`src/include/bizt_pkg.sv`:
```
// Package for the bus interface zone timing block.
// Shared register indices (byte address is four times the index), field positions,
// reset values and mode encodings.
package bizt_pkg;
  localparam logic [31:0] ADDR_WRITE_CFG = 32'h00FFF900;
  localparam logic [31:0] ADDR_IO_CFG = 32'h00FFF902;
  localparam logic [31:0] ADDR_SZ0_CFG = 32'h00FFF904;
  localparam logic [31:0] ADDR_SZ1_CFG = 32'h00FFF906;
  localparam logic [31:0] ADDR_SZ2_CFG = 32'h00FFF908;
  localparam logic [31:0] ADDR_STATUS = 32'h00FFF90C;
  localparam logic [7:0] WRITE_CFG_RST = 8'h07;
  localparam logic [15:0] IO_CFG_RST = 16'h069F;
  localparam logic [15:0] SZ_CFG_RST = 16'h069F;
  localparam int EWR_BIT = 0;
  localparam int WAIT_LSB = 0;
  localparam int HOLD_LSB = 3;
  localparam int BW_BIT = 7;
  localparam int POST_ACCESS_IDLE_BIT = 9;
  localparam int FRE_BIT = 11;
  localparam logic [15:0] IO_CFG_MASK = 16'h029F;
  localparam logic [15:0] SZ_CFG_MASK = 16'h0EFF;
  localparam logic [2:0] ENV_IRE = 3'h7;
  localparam logic [2:0] ENV_ERE = 3'h3;
  localparam logic [2:0] ENV_ISP = 3'h6;
  localparam logic [2:0] ENV_DEV = 3'h0;
  localparam logic [23:0] IO_ZONE_BASE = 24'hFFFB00;
  localparam logic [23:0] IO_ZONE_LAST = 24'hFFFBFF;
  localparam logic [23:0] Z0_LAST = 24'h03FFFF;
  localparam logic [23:0] Z0D_BASE = 24'h0E0000;
  localparam logic [23:0] Z0D_LAST = 24'h0E1FFF;
  localparam logic [23:0] Z1_BASE = 24'h400000;
  localparam logic [23:0] Z1_LAST = 24'h7FFFFF;
  localparam logic [23:0] Z2_BASE = 24'h800000;
  localparam logic [23:0] Z2_LAST = 24'hFEFFFF;
  localparam int BASE_READ_CYC = 2;
  localparam int FAST_READ_CYC = 1;
  localparam int LATE_WRITE_CYC = 2;
  localparam int EARLY_WRITE_CYC = 3;
  typedef enum logic [2:0] {
    MODE_IRE, MODE_ERE, MODE_ISP, MODE_DEV, MODE_RSVD
  } bizt_mode_t;
  typedef enum logic [2:0] {
    ZONE_NONE, ZONE_0, ZONE_1, ZONE_2, ZONE_IO
  } bizt_zone_t;
endpackage

```
`src/rtl/bizt_env_latch.sv`:
```
// Operating environment capture.
// Assumes envPins are asynchronous pins and flashEmpty is a stable level.
`timescale 1ns/1ps
module bizt_env_latch (
  // Clock and reset
  input wire logic core_clk,
  input wire logic arst_n,
  // Straps
  input wire logic [2:0] envPins,
  input wire logic flashEmpty,
  // Result
  output bizt_pkg::bizt_mode_t mode,
  output logic extEnabled,
  output logic flashMapped
);
  import bizt_pkg::*;
  logic [2:0] envSync1_ff, envSync2_ff;
  logic emptySync1_ff, emptySync2_ff;
  logic [1:0] rstCnt_ff;
  bizt_mode_t mode_ff, nxt_mode;

  // ----------------------------------------
  // Synchronisers
  // ----------------------------------------
  always_ff @(posedge core_clk or negedge arst_n) begin
    if (!arst_n) begin
      envSync1_ff <= 3'h7;
      envSync2_ff <= 3'h7;
      emptySync1_ff <= 1'b0;
      emptySync2_ff <= 1'b0;
    end else begin
      envSync1_ff <= envPins;
      envSync2_ff <= envSync1_ff;
      emptySync1_ff <= flashEmpty;
      emptySync2_ff <= emptySync1_ff;
    end
  end

  // ----------------------------------------
  // Decode and capture after release
  // ----------------------------------------
  always_comb begin
    case (envSync2_ff)
      ENV_IRE: nxt_mode = emptySync2_ff ? MODE_ISP : MODE_IRE;
      ENV_ERE: nxt_mode = emptySync2_ff ? MODE_ISP : MODE_ERE;
      ENV_ISP: nxt_mode = MODE_ISP;
      ENV_DEV: nxt_mode = MODE_DEV;
      default: nxt_mode = MODE_RSVD;
    endcase
  end

  always_ff @(posedge core_clk or negedge arst_n) begin
    if (!arst_n) begin
      rstCnt_ff <= 2'h0;
      mode_ff <= MODE_IRE;
    end else if (rstCnt_ff != 2'h3) begin
      rstCnt_ff <= rstCnt_ff + 2'h1;
      if (rstCnt_ff == 2'h2) begin
        mode_ff <= nxt_mode;
      end
    end
  end

  assign mode = mode_ff;
  assign extEnabled = (mode_ff == MODE_ERE) || (mode_ff == MODE_DEV);
  assign flashMapped = (mode_ff != MODE_DEV);
endmodule

```
`src/rtl/bizt_cycle_timer.sv`:
```
// Bus cycle length counter.
// Assumes start is a one-cycle pulse taken only while idle.
`timescale 1ns/1ps
module bizt_cycle_timer (
  // Clock and reset
  input wire logic core_clk,
  input wire logic arst_n,
  // Control
  input wire logic start,
  input wire logic [3:0] baseCyc,
  input wire logic [2:0] waitCyc,
  input wire logic [1:0] holdCyc,
  input wire logic idleCyc,
  // Phase
  output logic busy,
  output logic inWait,
  output logic inHold,
  output logic done
);
  logic [3:0] baseCnt_ff;
  logic [2:0] waitCnt_ff;
  logic [1:0] holdCnt_ff;
  logic idle_ff, busy_ff, first_ff;

  // ----------------------------------------
  // Phase counters: address, wait, base, hold, idle
  // ----------------------------------------
  always_ff @(posedge core_clk or negedge arst_n) begin
    if (!arst_n) begin
      busy_ff <= 1'b0;
      first_ff <= 1'b0;
      baseCnt_ff <= 4'h0;
      waitCnt_ff <= 3'h0;
      holdCnt_ff <= 2'h0;
      idle_ff <= 1'b0;
    end else if (start && !busy_ff) begin
      busy_ff <= 1'b1;
      first_ff <= 1'b1;
      baseCnt_ff <= baseCyc - 4'h1;
      waitCnt_ff <= waitCyc;
      holdCnt_ff <= holdCyc;
      idle_ff <= idleCyc;
    end else if (busy_ff) begin
      first_ff <= 1'b0;
      if (!first_ff && waitCnt_ff != 3'h0) begin
        waitCnt_ff <= waitCnt_ff - 3'h1;
      end else if (baseCnt_ff != 4'h0) begin
        baseCnt_ff <= baseCnt_ff - 4'h1;
      end else if (holdCnt_ff != 2'h0) begin
        holdCnt_ff <= holdCnt_ff - 2'h1;
      end else if (idle_ff) begin
        idle_ff <= 1'b0;
      end else begin
        busy_ff <= 1'b0;
      end
    end
  end

  assign busy = busy_ff;
  assign inWait = busy_ff && !first_ff && waitCnt_ff != 3'h0;
  assign inHold = busy_ff && baseCnt_ff == 4'h0 && waitCnt_ff == 3'h0 && holdCnt_ff != 2'h0;
  assign done = busy_ff && baseCnt_ff == 4'h0 && waitCnt_ff == 3'h0 && holdCnt_ff == 2'h0 && !idle_ff
    && !(first_ff && waitCnt_ff != 3'h0);
endmodule

```
`src/rtl/bizt_bus_unit.sv`:
```
// Bus interface unit: zone decode, cycle timing, config registers over APB.
// Assumes a core bus master that holds a request until its ack pulse.
//
// Overview of operation
// - 111 selects internal ROM, empty gives IN_SYSTEM_PROGRAMMING_MODE
// - 011 selects external ROM, empty gives IN_SYSTEM_PROGRAMMING_MODE
// - 110 always selects in-system programming
// - 000 selects development, flash goes external
// - external space at most 12M bytes
// - normal read two clocks, fast one
// - normal reads after reset
// - late write two, early write three
// - wait cycles follow the address phase
// - hold cycles end the cycle, data kept
// - config bit 0 picks early or late write
// - io wait field adds 0 to 7 waits
// - io hold field adds 0 to 3 holds
// - io width bit, 16-bit default
// - post idle after io zone accesses, before a different zone
// - io config resets to 069Fh, io window
// - fast read ignores wait and hold
//
// The APB interface to the registers was decided locally.
`timescale 1ns/1ps
module bizt_bus_unit (
  // Clock and reset
  input wire logic core_clk,
  input wire logic arst_n,
  // Straps
  input wire logic [2:0] environment_select_pins,
  input wire logic flashEmpty,
  // APB slave
  input wire logic psel,
  input wire logic penable,
  input wire logic pwrite,
  input wire logic [31:0] paddr,
  input wire logic [31:0] pwdata,
  input wire logic [3:0] pstrb,
  output logic [31:0] prdata,
  output logic pready,
  output logic pslverr,
  // Core bus
  input wire logic coreReq,
  input wire logic coreWrite,
  input wire logic [23:0] coreAddr,
  input wire logic [15:0] coreWdata,
  output logic coreAck,
  output logic coreErr,
  // Memory side
  output logic [23:0] memAddr,
  output logic [15:0] memWdata,
  output logic memRead,
  output logic memWrite,
  output logic memWide,
  output logic memExternal,
  output logic [2:0] memZone,
  output logic memWaitPhase,
  output logic memHoldPhase,
  output bizt_pkg::bizt_mode_t operatingMode
);
  import bizt_pkg::*;

  // ----------------------------------------
  // Registers and wires
  // ----------------------------------------
  logic [7:0] writeCfg_ff;
  logic [15:0] io_zone_timing_config_ff;
  logic [15:0] szCfg_ff [3];
  logic [23:0] memAddr_ff;
  logic [15:0] memWdata_ff;
  logic memRead_ff;
  logic memWrite_ff;
  logic memWide_ff;
  logic memExt_ff;
  logic coreErr_ff;
  bizt_zone_t curZone_ff;
  bizt_zone_t lastZone_ff;
  bizt_zone_t reqZone;
  logic lastIpst_ff;
  logic extEnabled;
  logic flashMapped;
  logic timerBusy;
  logic timerDone;
  logic inWait;
  logic inHold;
  logic startCycle;
  logic [3:0] baseCyc;
  logic [2:0] waitCyc;
  logic [1:0] holdCyc;
  logic [15:0] zoneCfg;
  logic idleCyc;
  logic fastRead;
  logic badReq;
  logic apbWr;
  logic apbSetup;
  logic reqExternal;
  logic [31:0] statusWord;

  // ----------------------------------------
  // Address decode
  // ----------------------------------------
  function automatic bizt_zone_t zone_of(input logic [23:0] a, input logic flashOn, input logic extOn);
    if (a >= IO_ZONE_BASE && a <= IO_ZONE_LAST) begin
      zone_of = ZONE_IO;
    end else if (a <= Z0_LAST || (a >= Z0D_BASE && a <= Z0D_LAST)) begin
      zone_of = ZONE_0;
    end else if (extOn && a >= Z1_BASE && a <= Z1_LAST) begin
      zone_of = ZONE_1;
    end else if (extOn && a >= Z2_BASE && a <= Z2_LAST) begin
      zone_of = ZONE_2;
    end else begin
      zone_of = ZONE_NONE;
    end
  endfunction

  // ----------------------------------------
  // Register match, one aligned word per index
  // ----------------------------------------
  function automatic logic addr_hit(input logic [31:0] a, input logic [31:0] reg_addr);
    addr_hit = (a[31:2] == reg_addr[29:0]) && (a[1:0] == 2'h0);
  endfunction

  // ----------------------------------------
  // Environment
  // ----------------------------------------
  bizt_env_latch u_env (
    .core_clk(core_clk),
    .arst_n(arst_n),
    .envPins(environment_select_pins),
    .flashEmpty(flashEmpty),
    .mode(operatingMode),
    .extEnabled(extEnabled),
    .flashMapped(flashMapped)
  );

  // ----------------------------------------
  // APB registers
  // ----------------------------------------
  assign pready = 1'b1;
  assign apbWr = psel && penable && pwrite;
  assign apbSetup = psel && !penable;
  assign statusWord = {25'h0000000, timerBusy, curZone_ff, operatingMode};

  always_ff @(posedge core_clk or negedge arst_n) begin
    if (!arst_n) begin
      writeCfg_ff <= WRITE_CFG_RST;
      io_zone_timing_config_ff <= IO_CFG_RST;
      for (int i = 0; i < 3; i++) begin
        szCfg_ff[i] <= SZ_CFG_RST;
      end
    end else if (apbWr) begin
      if (addr_hit(paddr, ADDR_WRITE_CFG)) begin
        if (pstrb[0]) begin
          writeCfg_ff <= {5'h00, pwdata[2:0]};
        end
      end else if (addr_hit(paddr, ADDR_IO_CFG)) begin
        io_zone_timing_config_ff <= pwdata[15:0] & IO_CFG_MASK;
      end else begin
        for (int i = 0; i < 3; i++) begin
          if (addr_hit(paddr, ADDR_SZ0_CFG + 32'(2 * i))) begin
            szCfg_ff[i] <= pwdata[15:0] & SZ_CFG_MASK;
          end
        end
      end
    end
  end

  // ----------------------------------------
  // Register reads, decoded in the setup cycle
  // ----------------------------------------
  always_ff @(posedge core_clk or negedge arst_n) begin
    if (!arst_n) begin
      prdata <= 32'h00000000;
      pslverr <= 1'b0;
    end else if (apbSetup) begin
      pslverr <= 1'b0;
      if (addr_hit(paddr, ADDR_WRITE_CFG)) begin
        prdata <= {24'h000000, writeCfg_ff};
      end else if (addr_hit(paddr, ADDR_IO_CFG)) begin
        prdata <= {16'h0000, io_zone_timing_config_ff};
      end else if (addr_hit(paddr, ADDR_SZ0_CFG)) begin
        prdata <= {16'h0000, szCfg_ff[0]};
      end else if (addr_hit(paddr, ADDR_SZ1_CFG)) begin
        prdata <= {16'h0000, szCfg_ff[1]};
      end else if (addr_hit(paddr, ADDR_SZ2_CFG)) begin
        prdata <= {16'h0000, szCfg_ff[2]};
      end else if (addr_hit(paddr, ADDR_STATUS)) begin
        prdata <= statusWord;
      end else begin
        prdata <= 32'h00000000;
        pslverr <= 1'b1;
      end
    end
  end

  // ----------------------------------------
  // Cycle shaping
  // ----------------------------------------
  assign reqZone = zone_of(coreAddr, flashMapped, extEnabled);
  assign badReq = (reqZone == ZONE_NONE);
  assign reqExternal = reqZone == ZONE_1 || reqZone == ZONE_2 || (reqZone == ZONE_0 && !flashMapped);

  // ----------------------------------------
  // Configuration of the addressed zone
  // ----------------------------------------
  always_comb begin
    case (reqZone)
      ZONE_IO: zoneCfg = io_zone_timing_config_ff;
      ZONE_1: zoneCfg = szCfg_ff[1];
      ZONE_2: zoneCfg = szCfg_ff[2];
      default: zoneCfg = szCfg_ff[0];
    endcase
  end

  assign fastRead = !coreWrite && reqZone != ZONE_IO && zoneCfg[FRE_BIT];
  assign idleCyc = 1'b0;

  // ----------------------------------------
  // Basic cycle length
  // ----------------------------------------
  always_comb begin
    if (coreWrite) begin
      baseCyc = writeCfg_ff[EWR_BIT] ? 4'(EARLY_WRITE_CYC) : 4'(LATE_WRITE_CYC);
    end else if (fastRead) begin
      baseCyc = 4'(FAST_READ_CYC);
    end else begin
      baseCyc = 4'(BASE_READ_CYC);
    end
  end

  // ----------------------------------------
  // Wait and hold counts
  // ----------------------------------------
  always_comb begin
    if (fastRead) begin
      waitCyc = 3'h0;
      holdCyc = 2'h0;
    end else begin
      waitCyc = zoneCfg[WAIT_LSB +: 3];
      holdCyc = zoneCfg[HOLD_LSB +: 2];
    end
  end

  // ----------------------------------------
  // Post idle before an access to another zone
  // ----------------------------------------
  logic idlePending;
  logic idleBusy_ff;
  assign idlePending = lastIpst_ff && lastZone_ff != ZONE_NONE && reqZone != lastZone_ff;

  always_ff @(posedge core_clk or negedge arst_n) begin
    if (!arst_n) begin
      idleBusy_ff <= 1'b0;
    end else begin
      idleBusy_ff <= coreReq && !timerBusy && !idleBusy_ff && idlePending && !badReq;
    end
  end

  assign startCycle = coreReq && !timerBusy && !badReq && !(idlePending && !idleBusy_ff);

  // ----------------------------------------
  // Cycle timer
  // ----------------------------------------
  bizt_cycle_timer u_timer (
    .core_clk(core_clk),
    .arst_n(arst_n),
    .start(startCycle),
    .baseCyc(baseCyc),
    .waitCyc(waitCyc),
    .holdCyc(holdCyc),
    .idleCyc(idleCyc),
    .busy(timerBusy),
    .inWait(inWait),
    .inHold(inHold),
    .done(timerDone)
  );

  // ----------------------------------------
  // Memory side, latched at cycle start
  // ----------------------------------------
  always_ff @(posedge core_clk or negedge arst_n) begin
    if (!arst_n) begin
      memAddr_ff <= 24'h000000;
      memWdata_ff <= 16'h0000;
      memRead_ff <= 1'b0;
      memWrite_ff <= 1'b0;
      memWide_ff <= 1'b1;
      memExt_ff <= 1'b0;
      curZone_ff <= ZONE_NONE;
    end else if (startCycle && !timerBusy) begin
      memAddr_ff <= coreAddr;
      memWdata_ff <= coreWdata;
      memRead_ff <= !coreWrite;
      memWrite_ff <= coreWrite;
      memWide_ff <= zoneCfg[BW_BIT];
      memExt_ff <= reqExternal;
      curZone_ff <= reqZone;
    end else if (timerDone) begin
      memRead_ff <= 1'b0;
      memWrite_ff <= 1'b0;
    end
  end

  // ----------------------------------------
  // Zone history for post idle
  // ----------------------------------------
  always_ff @(posedge core_clk or negedge arst_n) begin
    if (!arst_n) begin
      lastZone_ff <= ZONE_NONE;
      lastIpst_ff <= 1'b0;
    end else if (timerDone) begin
      lastZone_ff <= curZone_ff;
      lastIpst_ff <= curZone_ff == ZONE_IO ? io_zone_timing_config_ff[POST_ACCESS_IDLE_BIT] : 1'b0;
    end
  end

  // ----------------------------------------
  // Unmapped core access answer
  // ----------------------------------------
  always_ff @(posedge core_clk or negedge arst_n) begin
    if (!arst_n) begin
      coreErr_ff <= 1'b0;
    end else begin
      coreErr_ff <= coreReq && !timerBusy && badReq && !coreErr_ff;
    end
  end

  // ----------------------------------------
  // Outputs
  // ----------------------------------------
  assign coreAck = timerDone;
  assign coreErr = coreErr_ff;
  assign memAddr = memAddr_ff;
  assign memWdata = memWdata_ff;
  assign memRead = memRead_ff;
  assign memWrite = memWrite_ff;
  assign memWide = memWide_ff;
  assign memExternal = memExt_ff;
  assign memZone = curZone_ff;
  assign memWaitPhase = inWait;
  assign memHoldPhase = inHold;
endmodule

```
`config.mk`:
```
export PLATFORM = sky130hd
export DESIGN_NAME = bizt_bus_unit
export DESIGN_NICKNAME = d
export VERILOG_FILES = /design/src/include/bizt_pkg.sv /design/src/rtl/bizt_env_latch.sv /design/src/rtl/bizt_cycle_timer.sv /design/src/rtl/bizt_bus_unit.sv
export SDC_FILE = /design/constraint.sdc
export NUM_CORES = 1
export LEC_CHECK = 0
export ABC_AREA = 0
export ABC_CLOCK_PERIOD_IN_PS = 3500
export BUFFER_PORTS_ARGS = -buffer_cell sky130_fd_sc_hd__buf_2
export CAP_MARGIN = 0
export CORE_MARGIN = 8
export CORE_UTILIZATION = 44
export CTS_BUF_LIST = sky130_fd_sc_hd__clkbuf_4 sky130_fd_sc_hd__clkbuf_8
export DETAILED_ROUTE_END_ITERATION = 7
export GPL_TIMING_DRIVEN = 0
export MAX_ROUTING_LAYER = met4
export PLACE_DENSITY = 0.7
export RECOVER_POWER = 100
export SLEW_MARGIN = 10
export SYNTH_ARGS = -nofsm -noshare
export SYNTH_HDL_FRONTEND = slang
export SYNTH_SLANG_ARGS = --single-unit
```
`constraint.sdc`:
```
create_clock -name core_clk -period 3.5 [get_ports core_clk]
set_clock_uncertainty 0.2 [all_clocks]
set_input_delay 0 -clock core_clk [delete_from_list [all_inputs] [get_ports core_clk]]
set_output_delay 0 -clock core_clk [all_outputs]
set_load 0.005 [all_outputs]
```
Yosys cells after proc, flatten, opt, wreduce, memory -nomap -nowiden
Index checks and enable logic that the tools add are counted.
{"block": "totals", "register_bits": 155, "word_cells": 204}
{"block": "classes", "addsub": 5, "n_lt_le_gt_ge": 9, "eq_ne": 24, "mux": 54, "bitwise_logic": 2, "reduce_logical": 80}
{"op": "$eq A30 B24 Y1 const B", "count": 6}
{"op": "$mux W12", "count": 5}
{"op": "$ge A24 B24 Y1 const B", "count": 2}
{"op": "$le A24 B24 Y1 const B", "count": 2}
{"op": "$logic_and A1 B1 Y1", "count": 40}
{"op": "$pmux W12 S3", "count": 1}
{"op": "$mux W2", "count": 13}
{"op": "$ge A24 B20 Y1 const B", "count": 1}
{"op": "$ge A24 B23 Y1 const B", "count": 1}
{"op": "$le A24 B18 Y1 const B", "count": 1}
{"op": "$le A24 B20 Y1 const B", "count": 1}
{"op": "$le A24 B23 Y1 const B", "count": 1}
{"op": "$mux W1", "count": 24}
{"op": "$reduce_and A4 Y1", "count": 5}
{"op": "$mux W4", "count": 4}
{"op": "$mux W3", "count": 5}
{"op": "$eq A3 B2 Y1 const B", "count": 4}
{"op": "$eq A3 B3 Y1 const B", "count": 4}
{"op": "$pmux W3 S4", "count": 1}
{"op": "$reduce_bool A2 Y1", "count": 6}
{"op": "$logic_not A1 Y1", "count": 11}
{"op": "$logic_not A3 Y1", "count": 3}
{"op": "$reduce_and A3 Y1", "count": 3}
{"op": "$ne A2 B2 Y1 const B", "count": 4}
{"op": "18 further kinds", "count": 26}

Longest topological paths before layout
Gate-level depths: netlist of the first run.
{"block": "logic_depth", "depth_word": 16, "mapped_depth": 10, "ltp_nobuf": 9}

Hierarchy
From an unflattened synthesis of the first run, not the netlist that was laid out.
{"block": "hier_totals", "cells_unflattened": 545, "area_unflattened_um2": 6636.4}
{"mod": "bizt_bus_unit", "n_inst": 1, "cells_per_inst": 421, "area_each_um2": 5380.2, "seq_area_each_um2": 2772.7}
{"mod": "bizt_cycle_timer", "n_inst": 1, "cells_per_inst": 91, "area_each_um2": 784.5, "seq_area_each_um2": 300.3}
{"mod": "bizt_env_latch", "n_inst": 1, "cells_per_inst": 33, "area_each_um2": 471.7, "seq_area_each_um2": 332.8}

Least setup slack after synthesis of the first run
OpenSTA, ideal clock, no wires.
{"block": "synth_timing", "kind": "register -> register", "startpoint": "register u_env.mode_ff[2], in the netlist u_env.mode[2]", "endpoint": "register u_timer.baseCnt_ff[2]", "t_arrival_ns": 2.583, "t_required_ns": 3.181, "path_slack_ns": 0.598, "path_stages_with_launch": 10, "cell_sequence": "dfrtp_1 -> and2b_1 -> and3b_1 -> clkbuf_1 -> a221oi_1 -> nor4_1 -> a21oi_1 -> ha_1 -> nor4_1 -> o21ba_2"}
{"block": "synth_via", "elab_chain_cells": 16, "elab_cells_between_ends": 35, "cone_classes": "add/sub: 1; eq/ne: 8; mux: 8; reduce/logical: 18"}
{"item": "start: declaration", "line_no": "bizt_env_latch.sv:20", "text": "bizt_mode_t mode_ff, nxt_mode;"}
{"item": "start signal: assignment", "line_no": "bizt_env_latch.sv:59", "text": "mode_ff <= nxt_mode;"}
{"item": "$eq A3 B1 Y1 or $eq A3 B2 Y1 (tied branches)", "line_no": "bizt_env_latch.sv:65", "text": "assign extEnabled = (mode_ff == MODE_ERE) || (mode_ff == MODE_DEV);"}
{"item": "$logic_or A1 B1 Y1 *", "line_no": "bizt_env_latch.sv:65"}
{"item": "$logic_and A1 B1 Y1 (2 in a row)", "line_no": "bizt_bus_unit.sv:109", "text": "end else if (extOn && a >= Z2_BASE && a <= Z2_LAST) begin"}
{"item": "$mux W2", "line_no": "bizt_bus_unit.sv:109"}
{"item": "$mux W2 *", "line_no": "bizt_bus_unit.sv:107", "text": "end else if (extOn && a >= Z1_BASE && a <= Z1_LAST) begin"}
{"item": "$mux W2 *", "line_no": "bizt_bus_unit.sv:105", "text": "end else if (a <= Z0_LAST || (a >= Z0D_BASE && a <= Z0D_LAST)) begin"}
{"item": "$mux W3 *", "line_no": "bizt_bus_unit.sv:103", "text": "if (a >= IO_ZONE_BASE && a <= IO_ZONE_LAST) begin"}
{"item": "parallel branches: the longest is 8 deep, another holds $sub A2 B1 Y3"}
{"item": "end signal: assignment", "line_no": "bizt_cycle_timer.sv:39", "text": "baseCnt_ff <= baseCyc - 4'h1;"}
{"item": "end signal: assignment", "line_no": "bizt_cycle_timer.sv:48", "text": "baseCnt_ff <= baseCnt_ff - 4'h1;"}
{"item": "end: declaration", "line_no": "bizt_cycle_timer.sv:20", "text": "logic [3:0] baseCnt_ff;"}
Every way passes the cells marked *.
A chain may end at the register's enable or synchronous reset.

Worst setup path in the final report of the first run
{"block": "layout_timing", "startpoint": "input paddr[27]", "endpoint": "register io_zone_timing_config_ff[7]"}
{"block": "layout_via", "elab_chain_cells": 4, "elab_cells_between_ends": 6, "cone_classes": "eq/ne: 2; bitwise: 1; reduce/logical: 3"}
{"item": "start: declaration", "line_no": "bizt_bus_unit.sv:36", "text": "input wire logic [31:0] paddr,"}
{"item": "$eq A30 B24 Y1", "line_no": "bizt_bus_unit.sv:120", "text": "addr_hit = (a[31:2] == reg_addr[29:0]) && (a[1:0] == 2'h0);"}
{"item": "$logic_and A1 B1 Y1", "line_no": "bizt_bus_unit.sv:120"}
{"item": "$not A1 Y1 (no line)"}
{"item": "$reduce_and A3 Y1 (no line) *"}
{"item": "end signal: assignment", "line_no": "bizt_bus_unit.sv:157", "text": "io_zone_timing_config_ff <= pwdata[15:0] & IO_CFG_MASK;"}
{"item": "end: declaration", "line_no": "bizt_bus_unit.sv:67", "text": "logic [15:0] io_zone_timing_config_ff;"}
Mark *: on every way between the ends. The rest lies on a longest branch, timed or not.

==> impl_metrics.csv, run 1 <==
group,metric,value,unit
finish,final_cells,1020,
placed_design,place_inst,913,
clocking,cts_tree,"built",
placed_design,place_congestion,0.856,
yosys,synth_xor_xnor_area_share,1.11,%
finish,utilization,60.8,%
finish,syn_to_final_growth,34.4,%
placed_design,hpwl,13100,um
setup_path,cpMaxStageDelayCell,"dlygate4sd3_1",
placed_design,io_buffers,159,
yosys,synthMuxAreaShare,17.2,%
clocking,clk_path_buf_depth,2,
clocking,post_cts_buffers,0,
yosys,yosysUniqueCellTypes,55,
setup_path,crit-reg2reg-launch,"u_env.mode[2]",
route,drcViolationCount,0,
grt,antenna_found_initial,1,
grt,grt_overflow,0,
yosys,netlist_area,6310,um^2
outcome,outcome,"finished with violations",
route,dr.pass1.iters,8,
yosys,synth_compound_area_share,9.80,%
power_and_ir_drop,p_per_area,471,nW/um^2
grt,grt_usage,21.9,%
timing,finalHoldViolCount,1,
setup_path,crit_path_max_fanout,9,
clocking,cts_root_buf,"clkbuf_8",
timing,max-slew-margin-rel,-1.37,%
yosys,yosys_warnings,0,
yosys,synth_simple_gate_area_share,11.4,%
finish,num-nets-final,953,
finish,regArea,3380,um^2
grt,grt_first_pass_wirelength,30700,um
grt,grt_pass1_vias,5864,
yosys,synth_top_family_by_area,"multiplexers",
setup_path,r2r_cells,8,
yosys,syn_area_per_cell,11.4,um^2
floorplanning,initial_core_util,45.3,%
timing,slew_violations,28,
timing,setup_violations,0,
yosys,async_reset_ff_share,100,%
clocking,worstSkewPairLatency,0.45,ns
setup_path,cp.required,3.67,ns
yosys,yosysTopAreaCell,"dfrtp_1",
route,wire_per_inst,18.5,um
setup_path,regToRegEndpoint,"u_timer.waitCnt_ff[2]",
hold_path,min_from,"paddr[3]",
floorplanning,core_area,13900,um^2
flow_run,maxCapViolCount,1,
yosys,seq_area_frac_synth,53.6,%
route,via_count,5338,
clocking,cts_buffers,17,
route,ant_nets,0,
finish,nFillCells,1180,
setup_path,endpoint_kind,"flop",
finish,multi_input_area,2660,um^2
clocking,path_clk_slew,0.07,ns
floorplanning,num_io_pins,207,
yosys,synthTopCellsByArea,"dfrtp_1, dfstp_2, mux2_2, nand2_1, buf_4",
clocking,cts_max_level,4,
finish,drive_gt1_share,33.8,%
timing,tightest_slew,1.52,ns
setup_path,path_delay_family,"simple AND/OR/NAND/NOR gates",
hold_path,hold_class,"primary input to flop",
setup_path,worst-path-buf-inv,4,
yosys,synth.top_cell.area_share,36.1,%
power_and_ir_drop,p_leak,3.96,nW
floorplanning,num_rows,43,
yosys,yosys_register_bits,133,
timing,rsz0062_at_grt,"no",
hold_path,hold_end,"prdata[3]",
yosys,synthAdderAreaFrac,1.59,%
setup_path,crit_type,"primary input to flop",
clocking,clock_sinks,133,
floorplanning,die_w,136,um
route,via_per_inst,5.23,
floorplanning,dieArea,18400,um^2
setup_path,path_cells,"buf_2, or4_1, nor4_1, nand4_1, or3_1, dlygate4sd3_1, buf_2, nor3_4, nand2_1, dlygate4sd3_1, o21ai_0",
setup_path,rrSetupSlack,0.29,ns
yosys,ys.flop_type,"dfrtp_1",
timing,max_freq,308,MHz
yosys,synthCells,553,
power_and_ir_drop,peakVddDrop,368,uV
timing,min_period_over_period,92.8,%
route,drt_iter0_markers,337,
setup_path,arrival,3.42,ns
floorplanning,fp.dieH,136,um
outcome,violations,"negative hold slack, max-capacitance violations, max-slew violations",
grt,grt_start_max_net_pins,84,
hold_path,hold_path_depth,5,
setup_path,critPathMaxStageDelay,0.57,ns
setup_path,start_kind,"primary input",
timing,setup_tns,0,ns
yosys,synth_edf_count,0,
timing,fin_crit,3.25,ns
route,wl,18900,um
timing,worst_hold_slack,-0.00466,ns
-- cells in the final DEF (no fill, tap or decap), types with 19 or more instances in the layout --
| master | instances |
|---|---|
| buf_2 | 103 |
| o21ai_0 | 20 |
| mux2_2 | 79 |
| clkbuf_1 | 79 |
| buf_4 | 22 |
| dlygate4sd3_1 | 73 |
| a21oi_1 | 30 |
| dfstp_2 | 40 |
| clkbuf_8 | 19 |
| dfrtp_1 | 91 |
| conb_1 | 22 |
| nor2_1 | 36 |
| nand2_1 | 56 |
-- stage by stage --
stage          hold WS, ns  area [um^2]  power [W]  setup slack (ns)
6_report          -0.00466         8480    0.00400             0.252
5_1_grt             0.0296         8480    0.00422            0.0348
4_1_cts            0.00262         8610    0.00404             0.171
3_5_place_dp        -0.224         7440    0.00263            -0.189
3_3_place_gp       -0.0931         7400    0.00258            -0.174
2_1_floorplan       -0.496         6380    0.00227             0.598
-- how the worst max path moves through the flow --
stage                             start                          end  slack, ns  cells after the start
after floorplan           u_env.mode[2]        u_timer.baseCnt_ff[2]       0.60                      9
after global placement    u_env.mode[2]        u_timer.baseCnt_ff[2]      -0.17                      9
after detailed placement  u_env.mode[2]        u_timer.baseCnt_ff[2]      -0.19                      9
after CTS                 u_env.mode[2]        u_timer.baseCnt_ff[2]       0.17                      9
after global routing      u_env.mode[2]                  memAddr[20]       0.03                      8
final                         paddr[27]  io_zone_timing_config_ff[7]       0.25                     11
-- flip-flops by register name, summed over array words and instances, names as in the netlist, 4 cells and up --
signal and count:
io_zone_timing_config_ff 8, szCfg_ff 33, memWdata 16, u_timer.baseCnt_ff 4
prdata 11, memAddr 24
-- what timing repair did --
item,in CTS,in global routing
hold buffers,74,0
endpoints found under the hold margin,219,0
pin swaps,0,0
gates resized for setup,1,2
setup endpoints to repair,2,6
-- cell families (layout without fill, tap and decap cells) --
group | Yosys count | in the layout
adders and majority gates | 8 | 8
AOI/OAI and AO/OA | 96 | 96
other | 2 | 23
DFF | 133 | 133
xor gates and xnor gates | 8 | 8
muxes | 95 | 95
buffers and inverters | 63 | 329
and+or+nand+nor | 148 | 148
-- synthesized netlist by cell type (7+ instances only) --
cell      instances
a21oi_1          31
buf_2             8
buf_4            22
clkbuf_1         13
dfrtp_1          91
dfstp_2          42
ha_1              8
inv_1            18
mux2_2           81
mux2i_1           8
nand2_1          56
nor2_1           36
nor2b_1           7
nor3_1            9
o21ai_0          20
o31ai_1           9
-- power breakdown --
part / switching [W] / internal, W
clock network: 0.000607 / 0.000749
registers: 0.000124 / 0.00173
logic: 0.000395 / 0.000388
-- area by class of cell --
class / instances / area share [%]
Sequential cell: 133 / 39.9
Clock buffer: 20 / 3.17
Tap cell: 180 / 2.66
Buffer: 45 / 3.03
Timing Repair Buffer: 234 / 17.3
Clock inverter: 12 / 1.79
Inverter: 18 / 0.797
Multi-Input combinational cell: 377 / 31.4
Antenna cell: 1 / 0.0295
-- worst reg2reg max path, stage by stage, from the launching register on --
cell	delay [ns]
dfrtp_1	0.42
and2b_1	0.29
o211a_1	0.40
a21oi_2	0.14
a21o_1	0.20
nor3_1	0.36
buf_2	0.35
clkbuf_2	0.35
mux2_2	0.38
-- routing by layer --
metal	global-route usage [%]	vias up	wire, um
li1	-	2474	-
met5	-	-	0
met4	5.61	0	219
met2	35.8	216	9480
met1	25.0	2628	7560
met3	7.68	20	1640
Power figures use the tool's default switching activity.
==> run 2, diff against run 1 <==
--- a/config.mk
+++ b/config.mk
@@ -10,14 +10,15 @@
 export BUFFER_PORTS_ARGS = -buffer_cell sky130_fd_sc_hd__buf_2
 export CAP_MARGIN = 0
 export CORE_MARGIN = 8
-export CORE_UTILIZATION = 44
+export CORE_UTILIZATION = 28
 export CTS_BUF_LIST = sky130_fd_sc_hd__clkbuf_4 sky130_fd_sc_hd__clkbuf_8
 export DETAILED_ROUTE_END_ITERATION = 7
 export GPL_TIMING_DRIVEN = 0
 export MAX_ROUTING_LAYER = met4
-export PLACE_DENSITY = 0.7
+export PLACE_DENSITY = 0.48
 export RECOVER_POWER = 100
 export SLEW_MARGIN = 10
 export SYNTH_ARGS = -nofsm -noshare
 export SYNTH_HDL_FRONTEND = slang
 export SYNTH_SLANG_ARGS = --single-unit
+export TNS_END_PERCENT = 5
==> impl_metrics.csv, run 2 (synthesized netlist as in run 1, its figures left out) <==
group,metric,value,unit
clocking,clock_sinks,133,
finish,drive_gt1_share,34.6,%
route,via_per_inst,4.57,
floorplanning,num_io_pins,207,
floorplanning,num_rows,55,
timing,tightest_slew,1.71,ns
power_and_ir_drop,p_leak,3.97,nW
route,ant_nets,0,
route,drcViolationCount,0,
setup_path,endpoint_kind,"flop",
setup_path,crit_path_max_fanout,7,
outcome,violations,"max-capacitance violations, max-slew violations",
clocking,post_cts_buffers,0,
timing,fin_crit,3.25,ns
grt,grt_first_pass_wirelength,31100,um
setup_path,critPathMaxStageDelay,0.53,ns
setup_path,path_cells,"and2b_1, and3b_1, clkbuf_1, a221oi_1, nor4_4, a21oi_1, ha_1, nor4_1, o21ba_2",
timing,max-slew-margin-rel,-14.3,%
placed_design,post-place-ws,0.0302,ns
floorplanning,fp.dieH,166,um
setup_path,crit_type,"flop to flop",
finish,num-nets-final,956,
grt,grt_start_max_net_pins,85,
finish,n_antenna_cell,0,
timing,setup_tns,0,ns
grt,antenna_found_initial,0,
timing,finalHoldViolCount,0,
placed_design,place_congestion,0.768,
setup_path,cp.required,3.64,ns
timing,min_period_over_period,92.8,%
finish,final_area,8620,um^2
power_and_ir_drop,peakVddDrop,314,uV
route,via_count,5151,
clocking,cts_max_level,4,
finish,top_register,"szCfg_ff",
setup_path,arrival,3.39,ns
finish,nFillCells,2227,
power_and_ir_drop,p_per_area,457,nW/um^2
clocking,cts_tree,"built",
grt,grt_usage,14.4,%
floorplanning,dieArea,27600,um^2
grt,grt_overflow,0,
floorplanning,die_w,166,um
floorplanning,core_area,22400,um^2
clocking,clk_path_buf_depth,2,
finish,final_common_cell,"buf_2",
floorplanning,initial_core_util,28.2,%
clocking,worstSkewPairLatency,0.44,ns
finish,syn_to_final_growth,36.7,%
finish,layout_common_cells,"buf_2, dfrtp_1, mux2_2",
route,drt_iter0_markers,222,
clocking,cts_root_buf,"clkbuf_8",
timing,slew_violations,30,
setup_path,worst-path-buf-inv,1,
timing,max_freq,308,MHz
finish,largest_register_ffs,33,
setup_path,start_kind,"flop",
outcome,outcome,"finished with violations",
clocking,path_clk_slew,0.09,ns
setup_path,cpMaxStageDelayCell,"nor4_4",
route,dr.pass1.iters,4,
route,wire_per_inst,17.1,um
setup_path,path_delay_family,"simple AND/OR/NAND/NOR gates",
placed_design,detailed_place.area,7570,um^2
timing,setup_ws,0.253,ns
placed_design,hpwl,13900,um
timing,rsz0062_at_grt,"no",
placed_design,io_buffers,159,
hold_path,hold_class,"primary input to flop",
clocking,cts_buffers,17,
timing,setup_violations,0,
flow_run,maxCapViolCount,1,
grt,grt_pass1_vias,5649,
route,wl,19300,um
-- run 2: cell count changes in the layout (fill, tap and decap cells not counted), sizes merged --
cell / delta
buf: +2
bufinv: -2
clkbuf: -3
clkinv: -1
diode: -1
dlygate4sd3: +3
inv: +4
-- run 2: area by class of cell --
cell class              count  area (um^2)  share of cell area, %
flip-flops and latches    133         3380                   39.2
multi-input cells         377         2670                   30.9
repair buffers            237         1500                   17.4
well taps                 285          357                   4.14
clock buffers              19          262                   3.03
plain buffers              45          258                   2.99
clock inverters            13          138                   1.60
inverters                  18         67.6                  0.784
-- run 2: worst reg2reg max path: cells and delay by family (launching register included) --
| kind | cells | cell delay [ns] |
|---|---|---|
| compound gates | 3 | 0.55 |
| fa+ha+maj | 1 | 0.22 |
| buf+inv | 1 | 0.35 |
| flops | 1 | 0.41 |
| simple gates | 4 | 1.42 |
-- run 2: path summary, 6_finish.rpt --
path	startpoint	to	slack [ns]	depth (start not counted)
min in group asynchronous	arst_n	u_env.envSync1_ff[1]	0.95	2
max in group asynchronous	arst_n	u_timer.holdCnt_ff[0]	0.70	3
worst min register to register	u_env.emptySync1_ff	u_env.emptySync2_ff	0.15	0
worst max-delay path	u_env.mode[2]	u_timer.baseCnt_ff[2]	0.25	9
worst min-delay path	pwrite	io_zone_timing_config_ff[9]	0.005	4
worst max register to register	u_env.mode[2]	u_timer.baseCnt_ff[2]	0.25	9
-- run 2: repair_timing --
item                                    4_1_cts  5_1_grt
endpoints found under the setup margin        0       21
gates resized for setup                       0        3
hold buffers                                 77        0
hold endpoints to repair                    222        0
-- run 2: where the power goes --
part,internal [W],switching [W],leakage (nW),total [W]
clock,0.000621,0.000694,0.197,0.00131
sequential,0.00173,0.000117,1.63,0.00185
combinational,0.000386,0.000390,2.14,0.000776
total,0.00274,0.00120,3.97,0.00394
-- run 2: per-stage QoR --
stage	instances	hold slack, ns	utilization [%]	power [W]
after floorplan	573	-0.496	-	0.00227
after global placement	1017	-0.0942	33.7	0.00262
after detailed placement	1018	-0.213	33.9	0.00263
after CTS	1127	0.00571	39.1	0.00404
after global routing	1127	-0.00268	38.6	0.00418
final	1127	0.00497	38.6	0.00394
-- run 2: metal layers --
layer	track usage, %	up-vias	share of wire (%)
li1	-	2475	-
met1	17.8	2507	45
met2	22.7	155	47
met3	4.68	14	6.4
met4	3.52	0	0.80
met5	-	-	0
==> run 3, diff against run 2 <==
--- a/config.mk
+++ b/config.mk
@@ -15,7 +15,6 @@
 export DETAILED_ROUTE_END_ITERATION = 7
 export GPL_TIMING_DRIVEN = 0
 export MAX_ROUTING_LAYER = met4
-export PLACE_DENSITY = 0.48
 export RECOVER_POWER = 100
 export SLEW_MARGIN = 10
 export SYNTH_ARGS = -nofsm -noshare
==> impl_metrics.csv, run 3 (synthesized netlist as in run 1, its figures left out) <==
group,metric,value,unit
route,via_per_inst,4.61,
placed_design,hpwl,13700,um
floorplanning,dieArea,27600,um^2
setup_path,crit_path_max_fanout,10,
timing,rsz0062_at_grt,"no",
outcome,violations,"max-capacitance violations, max-slew violations",
setup_path,start_kind,"flop",
grt,grt_first_pass_wirelength,30900,um
power_and_ir_drop,peakVddDrop,404,uV
placed_design,post-place-ws,-0.356,ns
finish,num-nets-final,963,
clocking,path_clk_slew,0.09,ns
clocking,cts_root_buf,"clkbuf_8",
finish,drive_gt1_share,33.9,%
grt,grt_overflow,0,
placed_design,io_buffers,159,
floorplanning,core_area,22400,um^2
hold_path,hold_path_depth,5,
clocking,cts_max_level,4,
floorplanning,die_w,166,um
outcome,outcome,"finished with violations",
timing,setup_ws,0.224,ns
route,via_count,5223,
timing,setup_violations,0,
clocking,worstSkewPairLatency,0.45,ns
finish,utilization,39.1,%
timing,slew_violations,85,
flow_run,maxCapViolCount,1,
finish,n_antenna_cell,0,
finish,final_area,8740,um^2
power_and_ir_drop,p_per_area,470,nW/um^2
finish,top_register,"szCfg_ff",
clocking,clock_sinks,133,
placed_design,detailed_place.area,7570,um^2
power_and_ir_drop,p_leak,4.03,nW
timing,fin_crit,3.28,ns
finish,nFillCells,2225,
placed_design,place_congestion,0.812,
setup_path,cp.required,3.63,ns
clocking,post_cts_buffers,0,
placed_design,place_inst,1018,
grt,grt_usage,14.5,%
route,drcViolationCount,0,
finish,final_common_cell,"buf_2",
timing,finalHoldViolCount,0,
route,drt_iter0_markers,176,
grt,grt_start_max_net_pins,85,
timing,min_period_over_period,93.6,%
clocking,cts_buffers,17,
floorplanning,num_io_pins,207,
finish,syn_to_final_growth,38.6,%
setup_path,r2r_cells,8,
grt,antenna_found_initial,0,
hold_path,hold_class,"primary input to flop",
floorplanning,initial_core_util,28.2,%
setup_path,crit_type,"flop to flop",
route,ant_nets,0,
timing,max-slew-margin-rel,-26.6,%
timing,max_freq,305,MHz
timing,tightest_slew,1.90,ns
grt,grt_pass1_vias,5808,
setup_path,endpoint_kind,"flop",
route,wl,19100,um
route,dr.pass1.iters,4,
clocking,cts_tree,"built",
finish,layout_common_cells,"buf_2, dfrtp_1, dlygate4sd3_1",
floorplanning,fp.dieH,166,um
clocking,clk_path_buf_depth,2,
setup_path,arrival,3.41,ns
finish,final_cells,1134,
floorplanning,num_rows,55,
route,wire_per_inst,16.8,um
finish,largest_register_ffs,33,
[run 3: worst paths after layout]
path / startpoint / endpoint / slack, ns
setup reg to reg: u_env.mode[2] / memZone[2] / 0.22
min in group asynchronous: arst_n / u_env.envSync1_ff[0] / 0.59
max in group asynchronous: arst_n / szCfg_ff[5] / 0.62
hold / removal: penable / prdata[5] / 0.08
setup / recovery: u_env.mode[2] / memZone[2] / 0.22
hold reg to reg: u_env.emptySync1_ff / u_env.emptySync2_ff / 0.15
[run 3: final cells by class]
type / count / area, um^2 / share of cell area [%]
repair buffers: 244 / 1560 / 17.9
plain buffers: 45 / 258 / 2.95
multi-input cells: 377 / 2660 / 30.5
clock inverters: 13 / 196 / 2.25
clock buffers: 19 / 255 / 2.92
flip-flops and latches: 133 / 3380 / 38.7
inverters: 18 / 67.6 / 0.773
well taps: 285 / 357 / 4.08
[run 3: metal layers]
| metal | share of wire [%] | global-route usage, % | vias to the layer above |
|---|---|---|---|
| li1 | - | - | 2488 |
| met1 | 45 | 17.6 | 2579 |
| met2 | 48 | 23.2 | 140 |
| met3 | 5.3 | 3.80 | 16 |
| met4 | 1.2 | 4.74 | 0 |
| met5 | 0 | - | - |
[run 3: what timing repair did]
action / CTS / global route
gates cloned: 0 / 0
hold buffers: 84 / 0
resized for setup: 1 / 2
pin swaps: 0 / 0
endpoints found under the setup margin: 3 / 18
endpoints found under the hold margin: 203 / 0
[run 3: report_power, final]
part           leakage [nW]  internal, W  total, W  switching (W)
Clock                 0.221     0.000816   0.00148       0.000665
Sequential             1.63      0.00173   0.00185       0.000116
Combinational          2.17     0.000390  0.000780       0.000390
[run 3: critical path: stages, from the launching register on]
cell	delay [ns]
dfrtp_1	0.42
and2b_1	0.32
o211a_1	0.43
a21oi_2	0.14
a21o_1	0.21
nor3_2	0.32
buf_2	0.37
buf_2	0.37
mux2_2	0.37
[run 3: per-stage QoR]
step                      setup TNS, ns  power (W)  hold WS, ns
after floorplan                       0    0.00227       -0.496
after global placement           -0.652    0.00261      -0.0942
after detailed placement         -0.674    0.00263       -0.222
after CTS                             0    0.00421       0.0380
after global routing                  0    0.00435       0.0888
final                                 0    0.00411       0.0801
